===== config.mk =====
export PLATFORM = sky130hd
export DESIGN_NAME = serial_rx
export DESIGN_NICKNAME = d
export VERILOG_FILES = /design/src/serial_rx_pkg.sv /design/src/serial_rx_sync.sv /design/src/serial_rx_fifo.sv /design/src/serial_rx.sv
export SDC_FILE = /design/constraint.sdc
export NUM_CORES = 1
export LEC_CHECK = 0
export ABC_AREA = 1
export BUFFER_PORTS_ARGS = -buffer_cell sky130_fd_sc_hd__buf_2
export CORE_AREA = 2 2 81 83
export DETAILED_ROUTE_END_ITERATION = 16
export DIE_AREA = 0 0 83 85
export PLACE_DENSITY = 0.9
export SKIP_CTS_REPAIR_TIMING = 1
export SYNTH_ARGS = -nofsm -noshare
export SYNTH_HDL_FRONTEND = slang
export SYNTH_SLANG_ARGS = --single-unit

===== constraint.sdc =====
create_clock -name clock -period 2.67 [get_ports clock]
set_input_delay 0.801 -clock clock [delete_from_list [all_inputs] [get_ports clock]]
set_output_delay 0.801 -clock clock [all_outputs]
set_load 0.005 [all_outputs]

===== src/serial_rx_pkg.sv =====
// Summary of operation
// - data recovery samples at sixteen times baud; shift register advances once per bit
// - completed 8 or 9 bit character moves at once into hidden two-entry fifo
// - while port enabled, transmit pin is always driven as output
// - falling edge, wait half bit, recheck low; else drop silently and rearm
// - step full bit to each centre, majority vote, shift into shift register
// - one more bit is stop; low marks framing error for that character
// - after stop push character, raise flag; each data read pops oldest
// - polarity bit default 0 idle-high; 1 inverts incoming line
// - receive flag high exactly while enabled and fifo holds unread character
// - flag always raised; interrupt only when all three enables set
// - framing bit stored per entry; status shows oldest unread entry
// - framing error does not stop reception; pop shows next entry's bit
// - port disable resets and clears framing; receive disable keeps it; no irq
// - third character with fifo full sets overrun, keeps data, blocks reception
// - overrun cleared only by clearing receive enable or port enable
// - nine-bit mode shifts 9 bits; ninth bit of oldest entry readable as status
// - address detect with nine-bit keeps only characters whose ninth bit set
package serial_rx_pkg;

  // -------------------------------------------------------------------
  // register map (word index = byte address on this port)
  // -------------------------------------------------------------------
  localparam logic [3:0] ADDR_CONTROL = 4'h0;  // enables and modes
  localparam logic [3:0] ADDR_STATUS  = 4'h1;  // ninth and framing bits of oldest entry, plus overrun, flag, idle
  localparam logic [3:0] ADDR_DATA    = 4'h2;  // receive data register, pops

  // control field positions
  localparam int CTL_PORT_EN   = 0;
  localparam int CTL_RX_EN     = 1;
  localparam int CTL_NINE_BIT  = 2;
  localparam int CTL_ADDR_DET  = 3;
  localparam int CTL_POLARITY  = 4;
  localparam int CTL_SYNC_MODE = 5;
  localparam int CTL_RX_IE     = 6;
  localparam int CTL_PERIPH_IE = 7;
  localparam int CTL_GLOBAL_IE = 8;
  localparam int CTL_WIDTH     = 9;
  localparam logic [CTL_WIDTH-1:0] CTL_RESET = 9'h000;

  // status field positions
  localparam int STA_NINTH   = 0;
  localparam int STA_OVERRUN = 1;
  localparam int STA_FRAMING = 2;
  localparam int STA_FLAG    = 3;
  localparam int STA_IDLE    = 4;

  // oversampling timing, in baud ticks
  localparam logic [3:0] TICKS_PER_BIT  = 4'hF;  // last tick index of a bit
  localparam logic [3:0] TICKS_HALF_BIT = 4'h7;  // eighth tick reaches mid-start
  localparam logic [3:0] VOTE_FIRST     = 4'h6;  // three samples around centre
  localparam logic [3:0] VOTE_LAST      = 4'h8;

  typedef enum logic [1:0] {RX_IDLE, RX_START, RX_DATA, RX_STOP} rx_state_t;

endpackage : serial_rx_pkg


===== src/serial_rx_sync.sv =====
`timescale 1ns/1ps
`default_nettype none
module serial_rx_sync
(
  input  wire logic clock,  // peripheral clock
  input  wire logic rst,    // synchronous, active high
  input  wire logic ce,     // clock enable
  input  wire logic din,    // asynchronous level
  output logic      dout    // synchronised level
);
  typedef struct packed {logic s1; logic s2;} sync_state_t;
  sync_state_t st;
  sync_state_t next_st;

  // ---------------------------------------------------------------
  // two-stage synchroniser, idles high to match a quiet line
  // ---------------------------------------------------------------
  always_comb
  begin
    next_st    = st;
    next_st.s1 = din;
    next_st.s2 = st.s1;
  end

  always_ff @(posedge clock)
  begin
    if (rst)
      st <= 2'b11;
    else if (ce)
      st <= next_st;
  end

  assign dout = st.s2;
endmodule : serial_rx_sync
`default_nettype wire


===== src/serial_rx_fifo.sv =====
`timescale 1ns/1ps
`default_nettype none
module serial_rx_fifo #(
  parameter int WIDTH = 10,  // 9 data bits plus framing bit
  parameter int DEPTH = 2
)
(
  input  wire logic             clock,  // peripheral clock
  input  wire logic             rst,    // synchronous flush
  input  wire logic             ce,     // clock enable
  input  wire logic             push,   // write one entry
  input  wire logic [WIDTH-1:0] wdata,  // entry to write
  input  wire logic             pop,    // drop oldest entry
  output logic      [WIDTH-1:0] rdata,  // oldest entry
  output logic                  empty,  // nothing stored
  output logic                  full    // depth entries stored
);
  localparam int AW = (DEPTH > 1) ? $clog2(DEPTH) : 1;

  initial
  begin
    if (DEPTH != 2 ** AW || WIDTH < 1)
      $error("serial_rx_fifo: depth must be a power of two");
  end

  typedef struct packed {
    logic [DEPTH-1:0][WIDTH-1:0] mem;
    logic [AW-1:0]               rd;
    logic [AW-1:0]               wr;
    logic [AW:0]                 cnt;
  } fifo_state_t;
  fifo_state_t st;
  fifo_state_t next_st;

  // ---------------------------------------------------------------
  // flop storage; push when full and pop when empty are dropped
  // ---------------------------------------------------------------
  always_comb
  begin
    next_st = st;
    if (push && !full)
    begin
      next_st.mem[st.wr] = wdata;
      next_st.wr         = st.wr + 1'b1;
    end
    if (pop && !empty)
      next_st.rd = st.rd + 1'b1;
    next_st.cnt = st.cnt + (AW+1)'(push && !full) - (AW+1)'(pop && !empty);
  end

  always_ff @(posedge clock)
  begin
    if (rst)
      st <= '0;
    else if (ce)
      st <= next_st;
  end

  assign rdata = st.mem[st.rd];
  assign empty = (st.cnt == '0);
  assign full  = (st.cnt == (AW+1)'(DEPTH));
endmodule : serial_rx_fifo
`default_nettype wire


===== src/serial_rx.sv =====
// The register offsets and strobed register access were decided locally.
`timescale 1ns/1ps
`default_nettype none
module serial_rx #(
  parameter int FIFO_DEPTH = 2  // buffered characters
)
(
  input  wire logic        clock,          // 125 MHz peripheral clock
  input  wire logic        rst,            // synchronous, active high
  input  wire logic        ce,             // freezes all state when low
  input  wire logic        baud_tick,      // sixteen pulses per bit
  input  wire logic [3:0]  addr,           // register index
  input  wire logic [15:0] wdata,          // write data
  input  wire logic        wr,             // write strobe
  input  wire logic        rd,             // read strobe
  output logic      [15:0] rdata,          // read data, cycle after rd
  input  wire logic        receive_pin,    // asynchronous serial line
  output logic             transmit_pin_oe,// transmit pin output enable
  output logic             receive_flag,   // unread character present
  output logic             rx_irq          // gated receive interrupt
);
  import serial_rx_pkg::*;

  initial
  begin
    if (FIFO_DEPTH != 2)
      $error("serial_rx: status path serves a two-entry fifo only");
  end

  typedef struct packed {
    logic [CTL_WIDTH-1:0] ctl;
    rx_state_t            state;
    logic [3:0]           tick;
    logic [3:0]           nbits;
    logic [1:0]           votes;
    logic [8:0]           receive_shift_register;
    logic                 overrun_flag;
    logic [15:0]          rdata;
    logic                 flag;
    logic                 irq;
    logic                 tx_oe;
    logic                 line_prev;
    logic                 stop_low;
  } rx_top_state_t;
  rx_top_state_t st;
  rx_top_state_t next_st;

  // -------------------------------------------------------------------
  // line input: synchroniser then polarity
  // -------------------------------------------------------------------
  logic pin_sync;
  logic line;
  serial_rx_sync u_sync (
    .clock (clock),
    .rst   (rst),
    .ce    (ce),
    .din   (receive_pin),
    .dout  (pin_sync)
  );
  assign line = pin_sync ^ st.ctl[CTL_POLARITY];

  // -------------------------------------------------------------------
  // receive buffer with a framing bit per entry
  // -------------------------------------------------------------------
  logic       push;
  logic       pop;
  logic [9:0] push_data;
  logic [9:0] head;
  logic       empty;
  logic       full;
  logic       port_en;
  logic       rx_en;
  logic       async_ok;
  logic       frame_done;
  logic       keep_char;
  logic       stop_bad;
  logic       bit_vote;

  assign port_en  = st.ctl[CTL_PORT_EN];
  assign rx_en    = st.ctl[CTL_RX_EN];
  assign async_ok = port_en && rx_en && !st.ctl[CTL_SYNC_MODE];

  serial_rx_fifo #(
    .WIDTH (10),
    .DEPTH (FIFO_DEPTH)
  ) u_fifo (
    .clock (clock),
    .rst   (rst || !port_en),  // port disable flushes fifo and framing
    .ce    (ce),
    .push  (push),
    .wdata (push_data),
    .pop   (pop),
    .rdata (head),
    .empty (empty),
    .full  (full)
  );

  // majority of three samples around the bit centre
  assign bit_vote = (st.votes[1] & st.votes[0]) | (st.votes[1] & line) | (st.votes[0] & line);
  // stop level latched at its centre, so a following start bit cannot mask it
  assign stop_bad = st.stop_low;
  assign frame_done = baud_tick && (st.state == RX_STOP) && (st.tick == TICKS_PER_BIT);
  // address detect drops characters whose ninth bit is clear
  assign keep_char = !(st.ctl[CTL_ADDR_DET] && st.ctl[CTL_NINE_BIT] && !st.receive_shift_register[8]);
  assign push      = frame_done && keep_char && !full && !st.overrun_flag;
  assign push_data = {stop_bad, st.receive_shift_register};  // framing bit stored per entry
  assign pop       = rd && (addr == ADDR_DATA) && !empty;

  // -------------------------------------------------------------------
  // next-state logic
  // -------------------------------------------------------------------
  always_comb
  begin
    next_st           = st;
    // edge reference is one baud tick old, so an edge between ticks is not missed
    if (baud_tick)
      next_st.line_prev = line;
    next_st.tx_oe     = port_en;  // transmit pin forced output

    // register writes
    if (wr && addr == ADDR_CONTROL)
      next_st.ctl = wdata[CTL_WIDTH-1:0];

    // receiver sequencer; ticks are the x16 enable
    if (!async_ok || st.overrun_flag)
    begin
      next_st.state = RX_IDLE;  // overrun blocks reception
      next_st.tick  = '0;
    end
    else if (baud_tick)
    begin
      next_st.tick = st.tick + 4'h1;
      if (st.tick == VOTE_FIRST)
        next_st.votes[1] = line;
      if (st.tick == VOTE_FIRST + 4'h1)
        next_st.votes[0] = line;
      unique case (st.state)
        RX_IDLE:
        begin
          next_st.tick = '0;
          if (!line && st.line_prev)
            next_st.state = RX_START;  // falling edge seen
        end
        RX_START:
        begin
          if (st.tick == TICKS_HALF_BIT)
          begin
            if (line)
              next_st.state = RX_IDLE;  // false start, silently dropped
          end
          if (st.tick == TICKS_PER_BIT)
          begin
            next_st.state = RX_DATA;
            next_st.nbits = '0;
          end
        end
        RX_DATA:
        begin
          if (st.tick == VOTE_LAST)
          begin
            // lsb first, one shift per bit
            if (st.ctl[CTL_NINE_BIT])
              next_st.receive_shift_register = {bit_vote, st.receive_shift_register[8:1]};
            else
              next_st.receive_shift_register = {1'b0, bit_vote, st.receive_shift_register[7:1]};
          end
          if (st.tick == TICKS_PER_BIT)
          begin
            next_st.nbits = st.nbits + 4'h1;
            if (st.nbits == (st.ctl[CTL_NINE_BIT] ? 4'h8 : 4'h7))
              next_st.state = RX_STOP;
          end
        end
        RX_STOP:
        begin
          if (st.tick == VOTE_LAST)
            next_st.stop_low = !bit_vote;  // low stop marks framing error
          if (st.tick == TICKS_PER_BIT)
            next_st.state = RX_IDLE;  // framing error never halts
        end
      endcase
    end

    // third character with fifo full
    if (frame_done && keep_char && full && async_ok)
      next_st.overrun_flag = 1'b1;
    if (!rx_en || !port_en)
      next_st.overrun_flag = 1'b0;

    // flag and interrupt, framing alone raises nothing
    // two entries: popping while not full leaves the fifo empty
    next_st.flag = rx_en && port_en && (push || (!empty && !(pop && !full)));
    next_st.irq  = next_st.flag && st.ctl[CTL_RX_IE] && st.ctl[CTL_PERIPH_IE] && st.ctl[CTL_GLOBAL_IE];

    // read data, valid only in the cycle after rd
    next_st.rdata = '0;
    if (rd)
    begin
      unique case (addr)
        ADDR_CONTROL: next_st.rdata = 16'(st.ctl);
        ADDR_STATUS:
        begin
          next_st.rdata[STA_NINTH]   = !empty && head[8];
          next_st.rdata[STA_FRAMING] = !empty && head[9];  // oldest entry
          next_st.rdata[STA_OVERRUN] = st.overrun_flag;
          next_st.rdata[STA_FLAG]    = st.flag;
          next_st.rdata[STA_IDLE]    = (st.state == RX_IDLE);
        end
        ADDR_DATA:    next_st.rdata = {8'h00, head[7:0]};
        default:      next_st.rdata = '0;
      endcase
    end
  end

  // -------------------------------------------------------------------
  // state register
  // -------------------------------------------------------------------
  always_ff @(posedge clock)
  begin
    if (rst)
    begin
      st           <= '0;
      st.ctl       <= CTL_RESET;
      st.state     <= RX_IDLE;
      st.line_prev <= 1'b1;
    end
    else if (ce)
      st <= next_st;
  end

  assign rdata           = st.rdata;
  assign transmit_pin_oe = st.tx_oe;
  assign receive_flag    = st.flag;
  assign rx_irq          = st.irq;
endmodule : serial_rx
`default_nettype wire


==> reports/qor.yml <==
outcome:
  result_of_the_run: "complete, no violations"
timing:
  hold_viol: 0
  finalCritPeriodShare_pct: 79.7
  hold-worst-slack_ns: 0.446
  rsz0062_at_grt: "no"
  report.final.setup_viol: 0
  report.final.slew_viol_count: 0
  max_freq_mhz: 470
  fin_worst_skew_ns: 0.0107
  layout_min_cycle_time_ns: 2.13
  worst_slew_pin_slew_ns: 0.723
  setup_total_negative_slack_ns: 0
  worst_slew_margin_rel_pct: 51.7
logic_synthesis:
  syn_area_um2: 3440
  synth_top_cells_by_area: "sky130_fd_sc_hd__dfxtp_1 (41%), sky130_fd_sc_hd__nand2_1 (9.7%), sky130_fd_sc_hd__o21ai_0 (8.4%), sky130_fd_sc_hd__nor2_1 (7.7%), sky130_fd_sc_hd__a21oi_1 (6.5%)"
  synth-seq-area-share_pct: 41.3
  ys.warnings.count: 0
  syn_area_per_cell_um2: 7.07
  post_synth_inst_count: 487
  synth-seq-cells: 71
  synth_top_area_share_pct: 41.3
  synth_area_leader_cell: "sky130_fd_sc_hd__dfxtp_1"
  yosys.cell_types.count: 28
job:
  drv_cap: 0
route:
  drt_drc_violations_left: 0
  drt-wirelength-per-cell_um: 13.2
  post_drt_via_cell_ratio: 5.40
  detail-route-antenna-nets: 0
  vias: 3188
  detail_route.wirelength_um: 7770
  first_pass_iters: 5
  initialDrtViolationCount: 421
grt:
  grt_resource_usage_total_pct: 23.2
  grt_pass1_wl_um: 13300
  grt_max_degree: 29
  initial_antenna_violation_count: 0
  grt_pass1_vias: 3022
  grt_overflow: 0
placed_design:
  count_of_input_and_output_buffers: 31
  dp_hpwl_um: 5650
  routabilityCongestion: 0.860
layout:
  layout.cells.most_common: "sky130_fd_sc_hd__nand2_1"
  antennaDiodeCount: 0
  storage_cell_area_um2: 1420
  final_core_util_pct: 60.9
  fill_cells: 562
  drive_above_1_share_pct: 12.5
  most_used_cells_in_the_layout_excluding_fill_and_tap_cells: "sky130_fd_sc_hd__nand2_1 (89), sky130_fd_sc_hd__nor2_1 (71), sky130_fd_sc_hd__dfxtp_1 (71), sky130_fd_sc_hd__o21ai_0 (58), sky130_fd_sc_hd__a21oi_1 (45)"
  multi_input_area_um2: 1690
  nets: 545
  area_growth_pct: 9.74
min_path:
  hold_path.startpoint: "st[51]"
  hold-path-cell-count: 2
  min_to: "st[51]"
  holdCritPathClass: "register to register"
critical_path:
  crit_path_max_fanout: 4
  cp_top_family: "simple AND/OR/NAND/NOR gates"
  cp_bufs_invs: 2
  setup.worst_path.end_class: "register"
  cpPeakStageDelay_ns: 0.28
  rr_startpoint: "st[38]"
  worst_r2r_path_depth: 9
  path_cells: "buf_2 -> nor2_1 -> nand3_1 -> nor3_1 -> ha_1 -> inv_1 -> ha_1 -> o21ai_0 -> a21oi_1 -> o21ai_0 -> a21oi_1"
  startpoint_type: "input pin"
  cp.arrival_ns: 2.42
  worstSetupPathType: "input pin to register"
  worstPathRequired_ns: 2.96
  r2r_setup_slack_ns: 0.64
  slowest_stage: "sky130_fd_sc_hd__ha_1"
  critical_path.reg2reg.endpoint: "u_fifo.st[17]"
floorplan:
  design.portCount: 46
  start_util_pct: 55.5
  placeableCoreArea_um2: 6200
  placementRows: 29
  dieArea_um2: 7060
  die_h_um: 85
  floorplan.die.width_um: 83
cts:
  cts.sink_count: 71
  clk_pin_slew_worst_paths_ns: 0.07
  inserted_clock_buffers: 9
  clk-insertion-delay-late_ns: 0.35
  tritoncts: "done"
  htree_levels: 3
  cts_max_path_buffers: 2
  clock_tree.root_cell: "sky130_fd_sc_hd__clkbuf_8"
power_and_ir_drop:
  max_rail_drop_vdd_mv: 0.356
  power_per_cell_area_nw_per_um2: 553
  leakage_nw: 1.53
==> worst register-to-register path, stage by stage, from the launching register on <==
cell and delay [ns]:
sky130_fd_sc_hd__dfxtp_1 0.40, sky130_fd_sc_hd__ha_1 0.21, sky130_fd_sc_hd__nand2_2 0.09, sky130_fd_sc_hd__nor2_4 0.15, sky130_fd_sc_hd__nand3b_4 0.12, sky130_fd_sc_hd__inv_2 0.09
sky130_fd_sc_hd__nand4_4 0.21, sky130_fd_sc_hd__nor2_2 0.42, sky130_fd_sc_hd__nand2_1 0.13, sky130_fd_sc_hd__a21oi_1 0.16
==> area by class of cell <==
| type | count | area share (%) |
|---|---|---|
| multi-input combinational | 346 | 44.8 |
| sequential | 71 | 37.6 |
| timing repair buffer | 37 | 5.30 |
| inverter | 43 | 4.27 |
| clock buffer | 12 | 3.58 |
| tap | 77 | 2.55 |
| clock inverter | 4 | 1.85 |
==> registers in the layout (all words and copies together), names as in the netlist <==
name             count
next_st              1
push_data            9
rdata                9
receive_flag         1
rx_en                1
rx_irq               1
st                  21
stop_bad             1
transmit_pin_oe      1
u_fifo.st           24
u_sync.dout          1
u_sync.next_st       1
==> per-stage QoR <==
| stage | cell area, µm² | setup slack [ns] | total power [W] | cells |
|---|---|---|---|---|
| final | 3780 | 0.541 | 0.00209 | 590 |
| after global placement | 3570 | 0.259 | 0.00119 | 574 |
| after detailed placement | 3570 | 0.208 | 0.00120 | 574 |
| after floorplan | 3470 | 0.423 | 0.00116 | 493 |
| after CTS | 3780 | 0.565 | 0.00209 | 590 |
| after global routing | 3780 | 0.315 | 0.00216 | 590 |
==> how the worst max path moves through the flow <==
stage / startpoint / end / slack [ns] / depth (start not counted)
6_report: addr[3] / u_fifo.st[1] / 0.54 / 11
5_1_grt: addr[3] / u_fifo.st[1] / 0.31 / 11
4_1_cts: addr[3] / u_fifo.st[1] / 0.56 / 11
3_5_place_dp: addr[3] / u_fifo.st[1] / 0.21 / 11
3_3_place_gp: addr[3] / u_fifo.st[1] / 0.26 / 11
2_1_floorplan: addr[3] / u_fifo.st[1] / 0.42 / 10
==> report_power, final <==
part / switching (W) / internal [W]
clock: 0.000392 / 0.000524
combinational: 0.0000672 / 0.0000342
sequential: 0.00000602 / 0.00107
total: 0.000465 / 0.00163
==> layer usage <==
layer	global-route usage (%)	vias to the layer above	part of all wire (%)
li1	-	1611	-
met3	5.06	20	5.6
met2	37.8	100	47
met5	0	-	0
met4	11.6	0	3.4
met1	29.1	1457	44
==> kinds of logic after synthesis <==
kind of cell,share of synthesized area [%]
xor+xnor,0.763
compound gates,17.5
flops,41.3
simple gates,26.6
fa+ha+maj,3.63
other cells,0.109
buf+inv,10.2
==> cell usage after synthesis (all sizes together) <==
master	n
nand3	16
or2	3
xnor2	1
nand4	4
clkbuf	15
o21ai	61
nand2	90
xor2	2
a21oi	45
inv	43
nand3b	1
dfxtp	71
nor2	77
o211ai	9
conb	1
nor3	19
ha	10
nor4	1
buf	18
Power figures use the tool's default switching activity.
